### config.mk
export PLATFORM = sky130hd
export DESIGN_NAME = sbs_bank_sequencer
export DESIGN_NICKNAME = d
export VERILOG_FILES = /design/src/sbs_pkg.sv /design/src/sbs_fifo_if.sv /design/src/sbs_fifo.sv /design/src/sbs_bank_sequencer.sv
export SDC_FILE = /design/constraint.sdc
export NUM_CORES = 1
export LEC_CHECK = 0
export ABC_AREA = 1
export ABC_CLOCK_PERIOD_IN_PS = 3900
export BUFFER_PORTS_ARGS = -buffer_cell sky130_fd_sc_hd__buf_2
export CELL_PAD_IN_SITES_DETAIL_PLACEMENT = 0
export CELL_PAD_IN_SITES_GLOBAL_PLACEMENT = 1
export CORE_MARGIN = 5
export CORE_UTILIZATION = 47
export DETAILED_ROUTE_END_ITERATION = 12
export PLACE_DENSITY = 0.85
export SYNTH_ARGS = -nofsm -noshare
export SYNTH_HDL_FRONTEND = slang
export SYNTH_SLANG_ARGS = --single-unit
### constraint.sdc
create_clock -name clock -period 3.9 [get_ports clock]
set_input_delay 0.195 -clock clock [delete_from_list [all_inputs] [get_ports clock]]
set_output_delay 0.195 -clock clock [all_outputs]
set_load 0.02 [all_outputs]
### src/sbs_pkg.sv
// Package of the bank state sequencer: commands, states, timing counts.
// Assumes a 250 MHz core clock; times are in nanoseconds.
package sbs_pkg;
  localparam int CLOCK_MHZ = 250;
  localparam int NUM_BANKS = 4;
  localparam int BANK_W    = 2;
  // Printed times (ns)
  localparam int PRECHARGE_TIME_NS      = 15;
  localparam int ACT_TO_COL_DELAY_NS    = 15;
  localparam int WRITE_RECOVERY_NS      = 15;
  localparam int REFRESH_CYCLE_NS       = 70;
  localparam int MODE_SET_CYCLE_NS      = 15;
  localparam int BURST_LEN              = 4;
  // Cycle counts, rounded up
  localparam int PRECHARGE_CYC = (PRECHARGE_TIME_NS * CLOCK_MHZ + 999) / 1000;
  localparam int ACT_TO_COL_CYC = (ACT_TO_COL_DELAY_NS * CLOCK_MHZ + 999) / 1000;
  localparam int WRITE_RECOVERY_CYC = (WRITE_RECOVERY_NS * CLOCK_MHZ + 999) / 1000;
  localparam int REFRESH_CYC = (REFRESH_CYCLE_NS * CLOCK_MHZ + 999) / 1000;
  localparam int MODE_SET_CYC = (MODE_SET_CYCLE_NS * CLOCK_MHZ + 999) / 1000;
  localparam int CNT_W = 8;
  // Pin order is {chip_select_n, ras_n, cas_n, we_n}
  typedef enum logic [3:0] {
    SBS_CMD_DESELECT,
    SBS_CMD_NO_OPERATION,
    SBS_CMD_BURST_STOP,
    SBS_CMD_COLUMN_READ,
    SBS_CMD_COLUMN_WRITE,
    SBS_CMD_BANK_ACTIVATE,
    SBS_CMD_PRECHARGE,
    SBS_CMD_AUTO_REFRESH,
    SBS_CMD_MODE_REGISTER_SET
  } sbs_cmd_t;
  typedef enum logic [3:0] {
    SBS_IDLE,
    SBS_ROW_ACTIVATING,
    SBS_ROW_ACTIVE,
    SBS_READ,
    SBS_WRITE,
    SBS_READ_AP,
    SBS_WRITE_AP,
    SBS_PRECHARGING,
    SBS_WRITE_RECOVER,
    SBS_WRITE_RECOVER_AP,
    SBS_REFRESH,
    SBS_MODE_ACCESS
  } sbs_state_t;
endpackage

### src/sbs_fifo_if.sv
// Interface carrying the illegal-command log between sequencer and FIFO.
// Assumes one clock shared by both ends.
`timescale 1ns/1ps
`default_nettype none
interface sbs_fifo_if #(parameter int WIDTH = 12);
  logic             valid;
  logic             ready;
  logic [WIDTH-1:0] data;
  modport source (output valid, output data, input ready);
  modport sink   (input valid, input data, output ready);
endinterface
`default_nettype wire

### src/sbs_fifo.sv
// Small synchronous FIFO with valid and ready on both sides.
// Assumes a single clock and asynchronous active-high reset.
`timescale 1ns/1ps
`default_nettype none
module sbs_fifo #(
  parameter int WIDTH = 12,
  parameter int DEPTH = 8
) (
  input  wire logic clock,
  input  wire logic reset,
  sbs_fifo_if.sink  in_port,
  output var  logic             out_valid,
  input  wire logic             out_ready,
  output var  logic [WIDTH-1:0] out_data
);
  localparam int AW = $clog2(DEPTH);
  logic [WIDTH-1:0] mem [DEPTH];
  logic [AW-1:0]    wr_ptr;
  logic [AW-1:0]    rd_ptr;
  logic [AW:0]      count;
  wire              push;
  wire              pop;

  // Handshakes on both sides
  assign in_port.ready = (count != (AW+1)'(DEPTH));
  assign out_valid     = (count != '0);
  assign out_data      = mem[rd_ptr];
  assign push          = in_port.valid && in_port.ready;
  assign pop           = out_valid && out_ready;

  // Storage write
  always_ff @(posedge clock)
  begin
    if (push)
    begin
      mem[wr_ptr] <= in_port.data;
    end
  end

  // Pointers and fill level
  always_ff @(posedge clock or posedge reset)
  begin
    if (reset)
    begin
      wr_ptr <= '0;
      rd_ptr <= '0;
      count  <= '0;
    end
    else
    begin
      if (push)
      begin
        wr_ptr <= (wr_ptr == AW'(DEPTH - 1)) ? '0 : wr_ptr + AW'(1);
      end
      if (pop)
      begin
        rd_ptr <= (rd_ptr == AW'(DEPTH - 1)) ? '0 : rd_ptr + AW'(1);
      end
      count <= count + (AW+1)'(push) - (AW+1)'(pop);
    end
  end
endmodule
`default_nettype wire

### src/sbs_bank_sequencer.sv
// Per-bank command acceptance and transient state sequencing of an SDRAM.
// Assumes command pins sampled on the rising edge; clock enable held high.
`timescale 1ns/1ps
`default_nettype none
module sbs_bank_sequencer
  import sbs_pkg::*;
#(
  parameter int NUM_BANKS  = sbs_pkg::NUM_BANKS,
  parameter int BURST_LEN  = sbs_pkg::BURST_LEN,
  parameter int FIFO_DEPTH = 8
) (
  input  wire logic                      clock,
  input  wire logic                      reset,
  input  wire logic                      chip_select_n,
  input  wire logic                      ras_n,
  input  wire logic                      cas_n,
  input  wire logic                      we_n,
  input  wire logic [sbs_pkg::BANK_W-1:0] bank_address,
  input  wire logic                      auto_precharge_bit,
  output var  logic [4*NUM_BANKS-1:0]    bank_state,
  output var  logic                      illegal_seen,
  output var  logic                      log_valid,
  input  wire logic                      log_ready,
  output var  logic [11:0]               log_data
);
  import sbs_pkg::*;

  // Synchronised pins
  logic [6:0] pin_meta;
  logic [6:0] pin_sync;
  always_ff @(posedge clock or posedge reset)
  begin
    if (reset)
    begin
      pin_meta <= 7'h7F;
      pin_sync <= 7'h7F;
    end
    else
    begin
      pin_meta <= {chip_select_n, ras_n, cas_n, we_n, bank_address,
                   auto_precharge_bit};
      pin_sync <= pin_meta;
    end
  end

  // Command decoding from the strobe pattern
  function automatic sbs_cmd_t decode(input logic [3:0] pins);
    sbs_cmd_t c;
    c = SBS_CMD_DESELECT;
    if (!pins[3])
    begin
      case (pins[2:0])
        3'h7:    c = SBS_CMD_NO_OPERATION;
        3'h6:    c = SBS_CMD_BURST_STOP;
        3'h5:    c = SBS_CMD_COLUMN_READ;
        3'h4:    c = SBS_CMD_COLUMN_WRITE;
        3'h3:    c = SBS_CMD_BANK_ACTIVATE;
        3'h2:    c = SBS_CMD_PRECHARGE;
        3'h1:    c = SBS_CMD_AUTO_REFRESH;
        default: c = SBS_CMD_MODE_REGISTER_SET;
      endcase
    end
    return c;
  endfunction

  // Decoded command and its address fields
  wire sbs_cmd_t          cmd     = decode(pin_sync[6:3]);
  wire [BANK_W-1:0]       cmd_bank = pin_sync[2:1];
  wire                    cmd_ap   = pin_sync[0];
  wire                    cmd_idle = (cmd == SBS_CMD_DESELECT) ||
                                     (cmd == SBS_CMD_NO_OPERATION);

  // Per-bank state machines
  logic [NUM_BANKS-1:0] bank_illegal;
  logic                 illegal_any;
  sbs_fifo_if #(.WIDTH(12)) log_if ();

  genvar b;
  generate
    for (b = 0; b < NUM_BANKS; b++)
    begin : g_bank
      sbs_state_t       state;
      sbs_state_t       next_state;
      logic [CNT_W-1:0] timer;
      logic [CNT_W-1:0] next_timer;
      logic             next_illegal;
      wire              hit  = (cmd_bank == BANK_W'(b));
      wire              done = (timer <= CNT_W'(1));
      wire              dec  = (timer != '0);

      // Next state per bank; refresh and mode set enter every idle bank, and refuse on every bank in them, regardless of bank address
      always_comb
      begin
        next_state   = state;
        next_timer   = dec ? timer - CNT_W'(1) : timer;
        next_illegal = 1'b0;
        case (state)
          SBS_IDLE:
          begin
            if (cmd == SBS_CMD_BANK_ACTIVATE && hit)
            begin
              next_state = SBS_ROW_ACTIVATING;
              next_timer = CNT_W'(ACT_TO_COL_CYC);
            end
            else if (cmd == SBS_CMD_AUTO_REFRESH)
            begin
              next_state = SBS_REFRESH;
              next_timer = CNT_W'(REFRESH_CYC);
            end
            else if (cmd == SBS_CMD_MODE_REGISTER_SET)
            begin
              next_state = SBS_MODE_ACCESS;
              next_timer = CNT_W'(MODE_SET_CYC);
            end
          end
          SBS_ROW_ACTIVE, SBS_READ, SBS_WRITE:
          begin
            if (hit && (cmd == SBS_CMD_COLUMN_READ ||
                        cmd == SBS_CMD_COLUMN_WRITE))
            begin
              next_timer = CNT_W'(BURST_LEN);
              if (cmd == SBS_CMD_COLUMN_READ)
                next_state = cmd_ap ? SBS_READ_AP : SBS_READ;
              else
                next_state = cmd_ap ? SBS_WRITE_AP : SBS_WRITE;
            end
            else if (hit && cmd == SBS_CMD_PRECHARGE)
            begin
              next_state = SBS_PRECHARGING;
              next_timer = CNT_W'(PRECHARGE_CYC);
            end
            else if (hit && cmd == SBS_CMD_BURST_STOP)
            begin
              next_state = SBS_ROW_ACTIVE;
              next_timer = '0;
            end
            else if (state == SBS_READ && done)
              next_state = SBS_ROW_ACTIVE;
            else if (state == SBS_WRITE && done)
            begin
              next_state = SBS_WRITE_RECOVER;
              next_timer = CNT_W'(WRITE_RECOVERY_CYC);
            end
          end
          SBS_READ_AP:
          begin
            if (hit && !cmd_idle)
              next_illegal = 1'b1;
            if (done)
            begin
              next_state = SBS_PRECHARGING;
              next_timer = CNT_W'(PRECHARGE_CYC);
            end
          end
          SBS_WRITE_AP:
          begin
            if (hit && !cmd_idle)
              next_illegal = 1'b1;
            if (done)
            begin
              next_state = SBS_WRITE_RECOVER_AP;
              next_timer = CNT_W'(WRITE_RECOVERY_CYC);
            end
          end
          SBS_PRECHARGING:
          begin
            if (hit && !cmd_idle && cmd != SBS_CMD_PRECHARGE)
              next_illegal = 1'b1;
            if (done)
              next_state = SBS_IDLE;
          end
          SBS_ROW_ACTIVATING:
          begin
            if (hit && !cmd_idle)
              next_illegal = 1'b1;
            if (done)
              next_state = SBS_ROW_ACTIVE;
          end
          SBS_WRITE_RECOVER:
          begin
            if (hit && (cmd == SBS_CMD_COLUMN_READ ||
                        cmd == SBS_CMD_COLUMN_WRITE))
            begin
              next_timer = CNT_W'(BURST_LEN);
              if (cmd == SBS_CMD_COLUMN_READ)
                next_state = cmd_ap ? SBS_READ_AP : SBS_READ;
              else
                next_state = cmd_ap ? SBS_WRITE_AP : SBS_WRITE;
            end
            else if (done)
              next_state = SBS_ROW_ACTIVE;
            // Refused command leaves the recovery timing alone
            if (hit && !cmd_idle && cmd != SBS_CMD_BURST_STOP &&
                cmd != SBS_CMD_COLUMN_READ && cmd != SBS_CMD_COLUMN_WRITE)
              next_illegal = 1'b1;
          end
          SBS_WRITE_RECOVER_AP:
          begin
            if (hit && cmd == SBS_CMD_BURST_STOP)
            begin
              // Pending precharge dropped, recovery keeps running
              next_state = SBS_WRITE_RECOVER;
            end
            else if (done)
            begin
              next_state = SBS_PRECHARGING;
              next_timer = CNT_W'(PRECHARGE_CYC);
            end
            if (hit && !cmd_idle && cmd != SBS_CMD_BURST_STOP)
              next_illegal = 1'b1;
          end
          SBS_REFRESH:
          begin
            if (!cmd_idle && cmd != SBS_CMD_BURST_STOP)
              next_illegal = 1'b1;
            if (done)
              next_state = SBS_IDLE;
          end
          SBS_MODE_ACCESS:
          begin
            if (!cmd_idle && cmd != SBS_CMD_BURST_STOP)
              next_illegal = 1'b1;
            if (done)
              next_state = SBS_IDLE;
          end
          default:
          begin
            next_state = SBS_IDLE;
            next_timer = '0;
          end
        endcase
      end

      // Bank state and interval timer
      always_ff @(posedge clock or posedge reset)
      begin
        if (reset)
        begin
          state <= SBS_IDLE;
          timer <= '0;
        end
        else
        begin
          state <= next_state;
          timer <= next_timer;
        end
      end

      assign bank_illegal[b] = next_illegal;

      // Registered state code per bank
      always_ff @(posedge clock or posedge reset)
      begin
        if (reset)
          bank_state[4*b +: 4] <= 4'h0;
        else
          bank_state[4*b +: 4] <= 4'(next_state);
      end
    end
  endgenerate

  // Log of refused commands; drops report when full
  assign illegal_any    = |bank_illegal;
  assign log_if.valid   = illegal_any;
  assign log_if.data    = {cmd, cmd_bank, 2'h0, 4'(bank_illegal)};

  always_ff @(posedge clock or posedge reset)
  begin
    if (reset)
      illegal_seen <= 1'b0;
    else
      illegal_seen <= illegal_any;
  end

  sbs_fifo #(.WIDTH(12), .DEPTH(FIFO_DEPTH)) u_log (
    .clock     (clock),
    .reset     (reset),
    .in_port   (log_if),
    .out_valid (log_valid),
    .out_ready (log_ready),
    .out_data  (log_data)
  );
endmodule
`default_nettype wire

# Word-level counts from Yosys, hierarchy flattened

Memories as Yosys holds them, arrays and structs flattened.
Index checks and enable logic that the tools add are counted.

Register bits: 73
Output and inout port bits: 30
Word-level logic and storage cells: 338
Memories: 1
Input port bits: 10
RAM bits: 80

Memory list:

| memory    | depth | width | read ports | clocked after memory_dff | write ports | line           | RTL |
|---|---|---|---|---|---|---|---|
| u_log.mem | 8     | 10    | 1          | 0                        | 1           | sbs_fifo.sv:17 | `logic [WIDTH-1:0] mem [DEPTH];` |

Mux-type cells: 136
Add/subtract/negate cells: 8
Equal/unequal tests: 85
Reduce and logical (&&, ||, !) cells: 90
Magnitude comparators: 4

Operators by type and width:

| cell                                                 | count |
|---|---|
| 2-to-1 mux 8 bit                                     | 48 |
| 2-to-1 mux 4 bit                                     | 51 |
| case mux 8 bit (6 select lines)                      | 4 |
| case mux 4 bit (8 select lines)                      | 4 |
| equality test 4 x 3 -> 1 bit (second input constant) | 20 |
| equality test 4 bit (second input constant)          | 17 |
| logical AND 1 bit                                    | 47 |
| equality test 4 x 2 -> 1 bit (second input constant) | 10 |
| OR reduction 3 bit                                   | 12 |
| <= comparator 8 x 1 -> 1 bit (second input constant) | 4 |
| nonzero test 8 bit                                   | 4 |
| subtractor 8 x 1 -> 8 bit (second input constant)    | 4 |
| case mux 4 bit (7 select lines)                      | 1 |
| inequality test 6 bit (second input constant)        | 4 |
| equality test 4 x 1 -> 1 bit (second input constant) | 5 |
| logical NOT 4 bit                                    | 5 |
| inequality test 4 bit (second input constant)        | 5 |
| case mux 1 bit (5 select lines)                      | 4 |
| OR reduction 4 bit                                   | 5 |
| 2-to-1 mux 1 bit                                     | 19 |
| equality test 3 bit (second input constant)          | 6 |
| AND reduction 4 bit                                  | 4 |
| OR reduction 2 bit                                   | 8 |
| 2-to-1 mux 3 bit                                     | 4 |
| other kinds (16)                                     | 28 |

# Longest topological paths before layout

Depth after elaboration: 16
Depth in mapped cells: 19
Mapped depth without buffers: 18

# Hierarchy

From an unflattened synthesis, not the netlist that was laid out.

Cells, all modules: 1679
Area, all modules: 11654.9 um^2

Modules (own cells, without submodules):

| module             | seq. area each (um^2) | times used | cells each | area each (um^2) |
|---|---|---|---|---|
| sbs_bank_sequencer | 1594.0                | 1          | 1190       | 6836.6 |
| sbs_fifo           | 3133.0                | 1          | 489        | 4818.4 |

# Worst setup path after synthesis

Ideal clock, no wire load.

Path type: reg2reg
From: register pin_sync[3]
To: register u_log.count[2]
Cell stages (with the launch flop): 18
Library setup time: 0.124 ns
Data required time: 3.776 ns
Path buffers: 1
Clock period less this slack: 2.990 ns
Data arrival time: 2.866 ns
Setup slack: 0.910 ns
Cells stage by stage: dfstp_2 > inv_1 > ha_1 > nand2_8 > nor2_8 > nand3_4 > nand2_1 > nand3_1 > nand2_1 > nand3_2 > nor2_4 > nand2_4 > nand2_2 > buf_6 > inv_1 > ha_1 > fa_1 > xor2_1

Cells in the longest elaborated chain, start to end: 16
Elaborated cells on any way between the ends: 63
Classes of those cells: add/sub (2); eq/ne (12); mux (23); reduce/logical (26)

RTL lines:

| element                                                           | line                                                 | RTL |
|---|---|---|
| from (decl)                                                       | sbs_bank_sequencer.sv:30                             | `logic [6:0] pin_sync;` |
| from (signal assigned)                                            | sbs_bank_sequencer.sv:42                             | `pin_sync <= pin_meta;` |
| equality test 3 x 1 -> 1 bit, or another cell as far along        | sbs_bank_sequencer.sv:52                             | `case (pins[2:0])` |
| case mux 4 bit (7 select lines) *                                 | sbs_bank_sequencer.sv:52                             |  |
| 2-to-1 mux 4 bit *                                                | sbs_bank_sequencer.sv:50                             | `if (!pins[3])` |
| equality test 4 x 1 -> 1 bit or logical NOT 4 bit (tied branches) | sbs_bank_sequencer.sv:71, sbs_bank_sequencer.sv:70   |  |
| logical OR 1 bit                                                  | sbs_bank_sequencer.sv:70                             | `wire cmd_idle = (cmd == SBS_CMD_DESELECT) \|\|` |
| logical NOT 1 bit                                                 | --                                                   |  |
| logical AND 1 bit                                                 | --                                                   |  |
| logical AND 1 bit                                                 | sbs_bank_sequencer.sv:193, sbs_bank_sequencer.sv:209 |  |
| (+3 left out)                                                     | --                                                   |  |
| case mux 1 bit (5 select lines) *                                 | sbs_bank_sequencer.sv:97                             | `case (state)` |
| net g_bank[1].next_illegal                                        | sbs_bank_sequencer.sv:86                             | `logic next_illegal;` |
| OR reduction 4 bit *                                              | sbs_bank_sequencer.sv:263                            | `assign illegal_any = \|bank_illegal;` |
| net illegal_any                                                   | sbs_bank_sequencer.sv:75                             | `logic illegal_any;` |
| logical AND 1 bit *                                               | sbs_fifo.sv:28                                       | `assign push = in_port.valid && in_port.ready;` |
| net u_log.push                                                    | sbs_fifo.sv:21                                       | `wire push;` |
| adder 4 x 1 -> 4 bit *                                            | sbs_fifo.sv:59                                       | `count <= count + (AW+1)'(push) - (AW+1)'(pop);` |
| subtractor 4 x 1 -> 4 bit *                                       | sbs_fifo.sv:59                                       |  |
| to (signal assigned)                                              | sbs_fifo.sv:59                                       |  |
| to (decl)                                                         | sbs_fifo.sv:20                                       | `logic [AW:0] count;` |

The timed path passes the listed nets; every way through them passes the cells marked *.
A chain may end at the register's enable or synchronous reset.

# Worst setup path in the final report

From: register pin_sync[3]
To: register u_log.count[2]

Cells in the longest elaborated chain, start to end: 16
Elaborated cells on any way between the ends: 63
Classes of those cells: add/sub (2); eq/ne (12); mux (23); reduce/logical (26)

RTL lines:

| element                                                           | line |
|---|---|
| equality test 3 x 1 -> 1 bit, or another cell as far along        | sbs_bank_sequencer.sv:52 |
| case mux 4 bit (7 select lines) *                                 | sbs_bank_sequencer.sv:52 |
| 2-to-1 mux 4 bit *                                                | sbs_bank_sequencer.sv:50 |
| equality test 4 x 1 -> 1 bit or logical NOT 4 bit (tied branches) | sbs_bank_sequencer.sv:71, sbs_bank_sequencer.sv:70 |
| logical OR 1 bit                                                  | sbs_bank_sequencer.sv:70 |
| logical NOT 1 bit                                                 | -- |
| logical AND 1 bit                                                 | -- |
| logical AND 1 bit                                                 | sbs_bank_sequencer.sv:193, sbs_bank_sequencer.sv:209 |
| (+3 left out)                                                     | -- |
| case mux 1 bit (5 select lines) *                                 | sbs_bank_sequencer.sv:97 |
| net g_bank[3].next_illegal                                        | sbs_bank_sequencer.sv:86 |
| OR reduction 4 bit *                                              | sbs_bank_sequencer.sv:263 |
| net illegal_any                                                   | sbs_bank_sequencer.sv:75 |
| logical AND 1 bit *                                               | sbs_fifo.sv:28 |
| net u_log.push                                                    | sbs_fifo.sv:21 |
| adder 4 x 1 -> 4 bit *                                            | sbs_fifo.sv:59 |
| subtractor 4 x 1 -> 4 bit *                                       | sbs_fifo.sv:59 |

Marks and branches as above.

==> impl_metrics.json <==
{
  "synth_edf_count": 80,
  "syn_to_final_growth_pct": 11.7,
  "die_w_um": 156,
  "switchingPower_mw": 4.82,
  "synthAdderAreaFrac_pct": 3.06,
  "worstPathCellList": "inv_1, ha_1, nand2_8, nor2_8, nand3_4, a21oi_1, nor2_1, nor2_2, nand2_2, nor2_4, nand2_4, nand2_2, inv_1, ha_1, fa_1, xor2_1",
  "drt_pre_antenna_iters": 6,
  "post_cts.repair.setup_buffers": 0,
  "hp-class": "in2reg",
  "r2r_start": "pin_sync[3]",
  "cp_max_fo": 12,
  "wire_per_inst_um": 16.1,
  "seq_power_share_pct": 26.7,
  "numCtsBuffers": 17,
  "fmax_ghz": 0.305,
  "cp_num_buf_inv": 2,
  "seq_area_frac_synth_pct": 42.2,
  "die_area_um2": 24400,
  "synthSimpleGateAreaFrac_pct": 33.0,
  "p_leak_nw": 5.25,
  "maxSlewViolCount": 0,
  "nNetsFinal": 1438,
  "yosysWarnings": 0,
  "status": "complete, no violations",
  "clock_latency_ns": 0.44,
  "critPathLaunchType": "register",
  "num_vias": 9199,
  "synth_seq_cells": 153,
  "timing.hold.ws_ns": 0.191,
  "drt-initial-drc-count": 861,
  "syn_area_um2": 10100,
  "grt_start_max_net_pins": 48,
  "cpLargestDelayFamily": "simple AND/OR/NAND/NOR gates",
  "fin_tns_setup_ns": 0,
  "cp-startpoint": "pin_sync[3]",
  "grt_util_all_layers_pct": 22.6,
  "finalSetupViolCount": 0,
  "synthTopCellsByArea": "edfxtp_1, dfrtp_1, nand2_1",
  "worst-slew-pin-transition_ns": 1.13,
  "yosysUniqueCellTypes": 49,
  "grt_pass1_vias": 8578,
  "yosysMostFrequentCell": "nand2_1",
  "fin_skew_ns": 0.0150,
  "maxSlewHeadroom_pct": 24.8,
  "die_height_um": 156,
  "gp_congestion": 0.930,
  "synth-xor-area-share_pct": 1.48,
  "pwr_density_cell_nw_per_um2": 860,
  "place_hpwl_mm": 19.2,
  "swShare_pct": 49.9,
  "drc": 0,
  "io_pins": 40,
  "cts.sinks": 153,
  "combPwrFrac_pct": 56.2,
  "cts.clk_slew.worst_paths_ns": 0.07,
  "drv_cap": 0,
  "wl_mm": 27.3,
  "cp-end-kind": "register",
  "antenna_found_initial": 0,
  "cp_slowest_cell": "dfstp_2",
  "postRouteAntennaNets": 0,
  "initial_core_util_pct": 47.9,
  "antenna_cells": 0,
  "grt_pass1_wl_mm": 44.2,
  "portBuffers": 37,
  "max_stage_delay_ns": 0.55,
  "synth.area.mux_share_pct": 0,
  "syn_avg_cell_area_um2": 7.42,
  "cp.required_ns": 4.22,
  "cts_tree": "built",
  "p_int_mw": 4.85,
  "fin_crit_sh_pct": 84.0,
  "synth_top_family_by_area": "simple AND/OR/NAND/NOR gates",
  "synth_top_cell_by_area": "edfxtp_1",
  "async_flop_share_pct": 47.7,
  "rows": 53,
  "n_fill_cell": 2009,
  "cts_max_level": 4,
  "fin_crit_ns": 3.28,
  "cts_buffer_depth": 2,
  "synth_common_cells": "nand2_1, nor2_1, inv_1, o21ai_0, nand3_1",
  "hp-start": "log_ready",
  "routed_via_density": 5.44,
  "hold_viol": 0,
  "worst_ep_arrival_time_ns": 3.60,
  "cts_root_buf": "clkbuf_16",
  "p_clk_share_pct": 17.1,
  "synthCells": 1356,
  "critPathKind": "reg2reg",
  "irDropWorstVdd_uv": 368,
  "grt_overflow": 0,
  "synth_compound_area_share_pct": 11.8,
  "drive_above_1_share_pct": 11.1,
  "synthFlopType": "edfxtp_1",
  "core_um2": 21000,
  "synth_top_area_share_pct": 23.9,
  "rsz0062_at_grt": "false"
}
==> metrics by stage <==
stage               power (mW)  instances  cell area, um^2  utilization (%)  worst slack [ns]
finish                    9.67       1692            11200             53.5             0.624
global route              10.5       1692            11200             53.5             0.400
CTS                       9.67       1692            11200             53.5             0.605
detailed placement        7.99       1652            10600             50.2             0.598
global placement          7.95       1652            10600             50.2             0.696
floorplan                 6.61       1357            10100                -             0.910
==> cell families (layout without fill, tap and decap cells) <==
| family | count (synthesis) | after routing |
|---|---|---|
| xor+xnor | 17 | 17 |
| flops | 153 | 153 |
| buf+inv | 217 | 277 |
| compound gates | 213 | 213 |
| fa+ha+maj | 24 | 24 |
| other cells | 1 | 2 |
| simple gates | 731 | 731 |
==> layer usage <==
metal / vias to the layer above / GRT usage (%) / part of all wire, %
met5: - / 0 / 0
met4: 0 / 6.94 / 2.2
met3: 53 / 4.34 / 6.6
met2: 351 / 36.1 / 46
met1: 4214 / 31.4 / 45
li1: 4581 / - / -
==> worst paths after layout <==
path,to,slack [ns],depth (start not counted)
worst min register to register,pin_sync[0],0.36,0
worst max-delay path,u_log.count[2],0.62,16
min in group asynchronous,bank_state[11],0.46,3
worst min-delay path,u_log.rd_ptr[1],0.19,4
max in group asynchronous,pin_sync[2],2.51,4
worst max register to register,u_log.count[2],0.62,16
==> cell type report <==
cell class	count	area (um^2)	share of cell area (%)
clock buffers	17	425	3.78
clock inverters	15	176	1.57
inverters	183	691	6.14
multi-input cells	987	4970	44.2
flip-flops and latches	153	4250	37.8
well taps	275	344	3.06
repair buffers	62	393	3.49
==> cell usage in the layout, fill, tap and decap left out, types with 9 or more instances in the layout <==
| cell | n |
|---|---|
| nand3_1 | 99 |
| nand2_1 | 266 |
| nand4_1 | 36 |
| inv_1 | 174 |
| a21oi_1 | 32 |
| o21ai_0 | 116 |
| buf_2 | 37 |
| dfstp_2 | 14 |
| nor2_2 | 9 |
| xor2_1 | 11 |
| o22ai_1 | 20 |
| nor3_1 | 33 |
| a31oi_1 | 13 |
| clkbuf_16 | 17 |
| ha_1 | 23 |
| o31ai_1 | 9 |
| dfrtp_1 | 59 |
| edfxtp_1 | 80 |
| nor2_1 | 244 |
| buf_4 | 17 |
==> repair_timing <==
item                                   4_1_cts  5_1_grt
endpoints found under the hold margin       43        0
resized for setup                            0        0
hold buffers                                 8        0
==> worst min-delay path, cell delays in order <==
cell and delay, ns:
buf_2 0.07, nand2_1 0.05, inv_1 0.16, o21ai_0 0.10
==> sequential cells by signal, indices dropped and copies added, names as in the netlist <==
signal,cells
u_log.mem,80
g_bank.timer,32
bank_state,16
pin_meta,7
pin_sync,7
u_log.count,4
u_log.rd_ptr,3
u_log.wr_ptr,3
illegal_seen,1
==> power by group through the flow <==
stage,Sequential (mW),Clock (mW),Combinational (mW)
floorplan,2.57,0,4.04
global placement,2.60,0,5.35
detailed placement,2.61,0,5.38
CTS,2.58,1.68,5.41
global route,2.64,1.76,6.14
finish,2.58,1.65,5.44
Power figures use the tool's default switching activity.
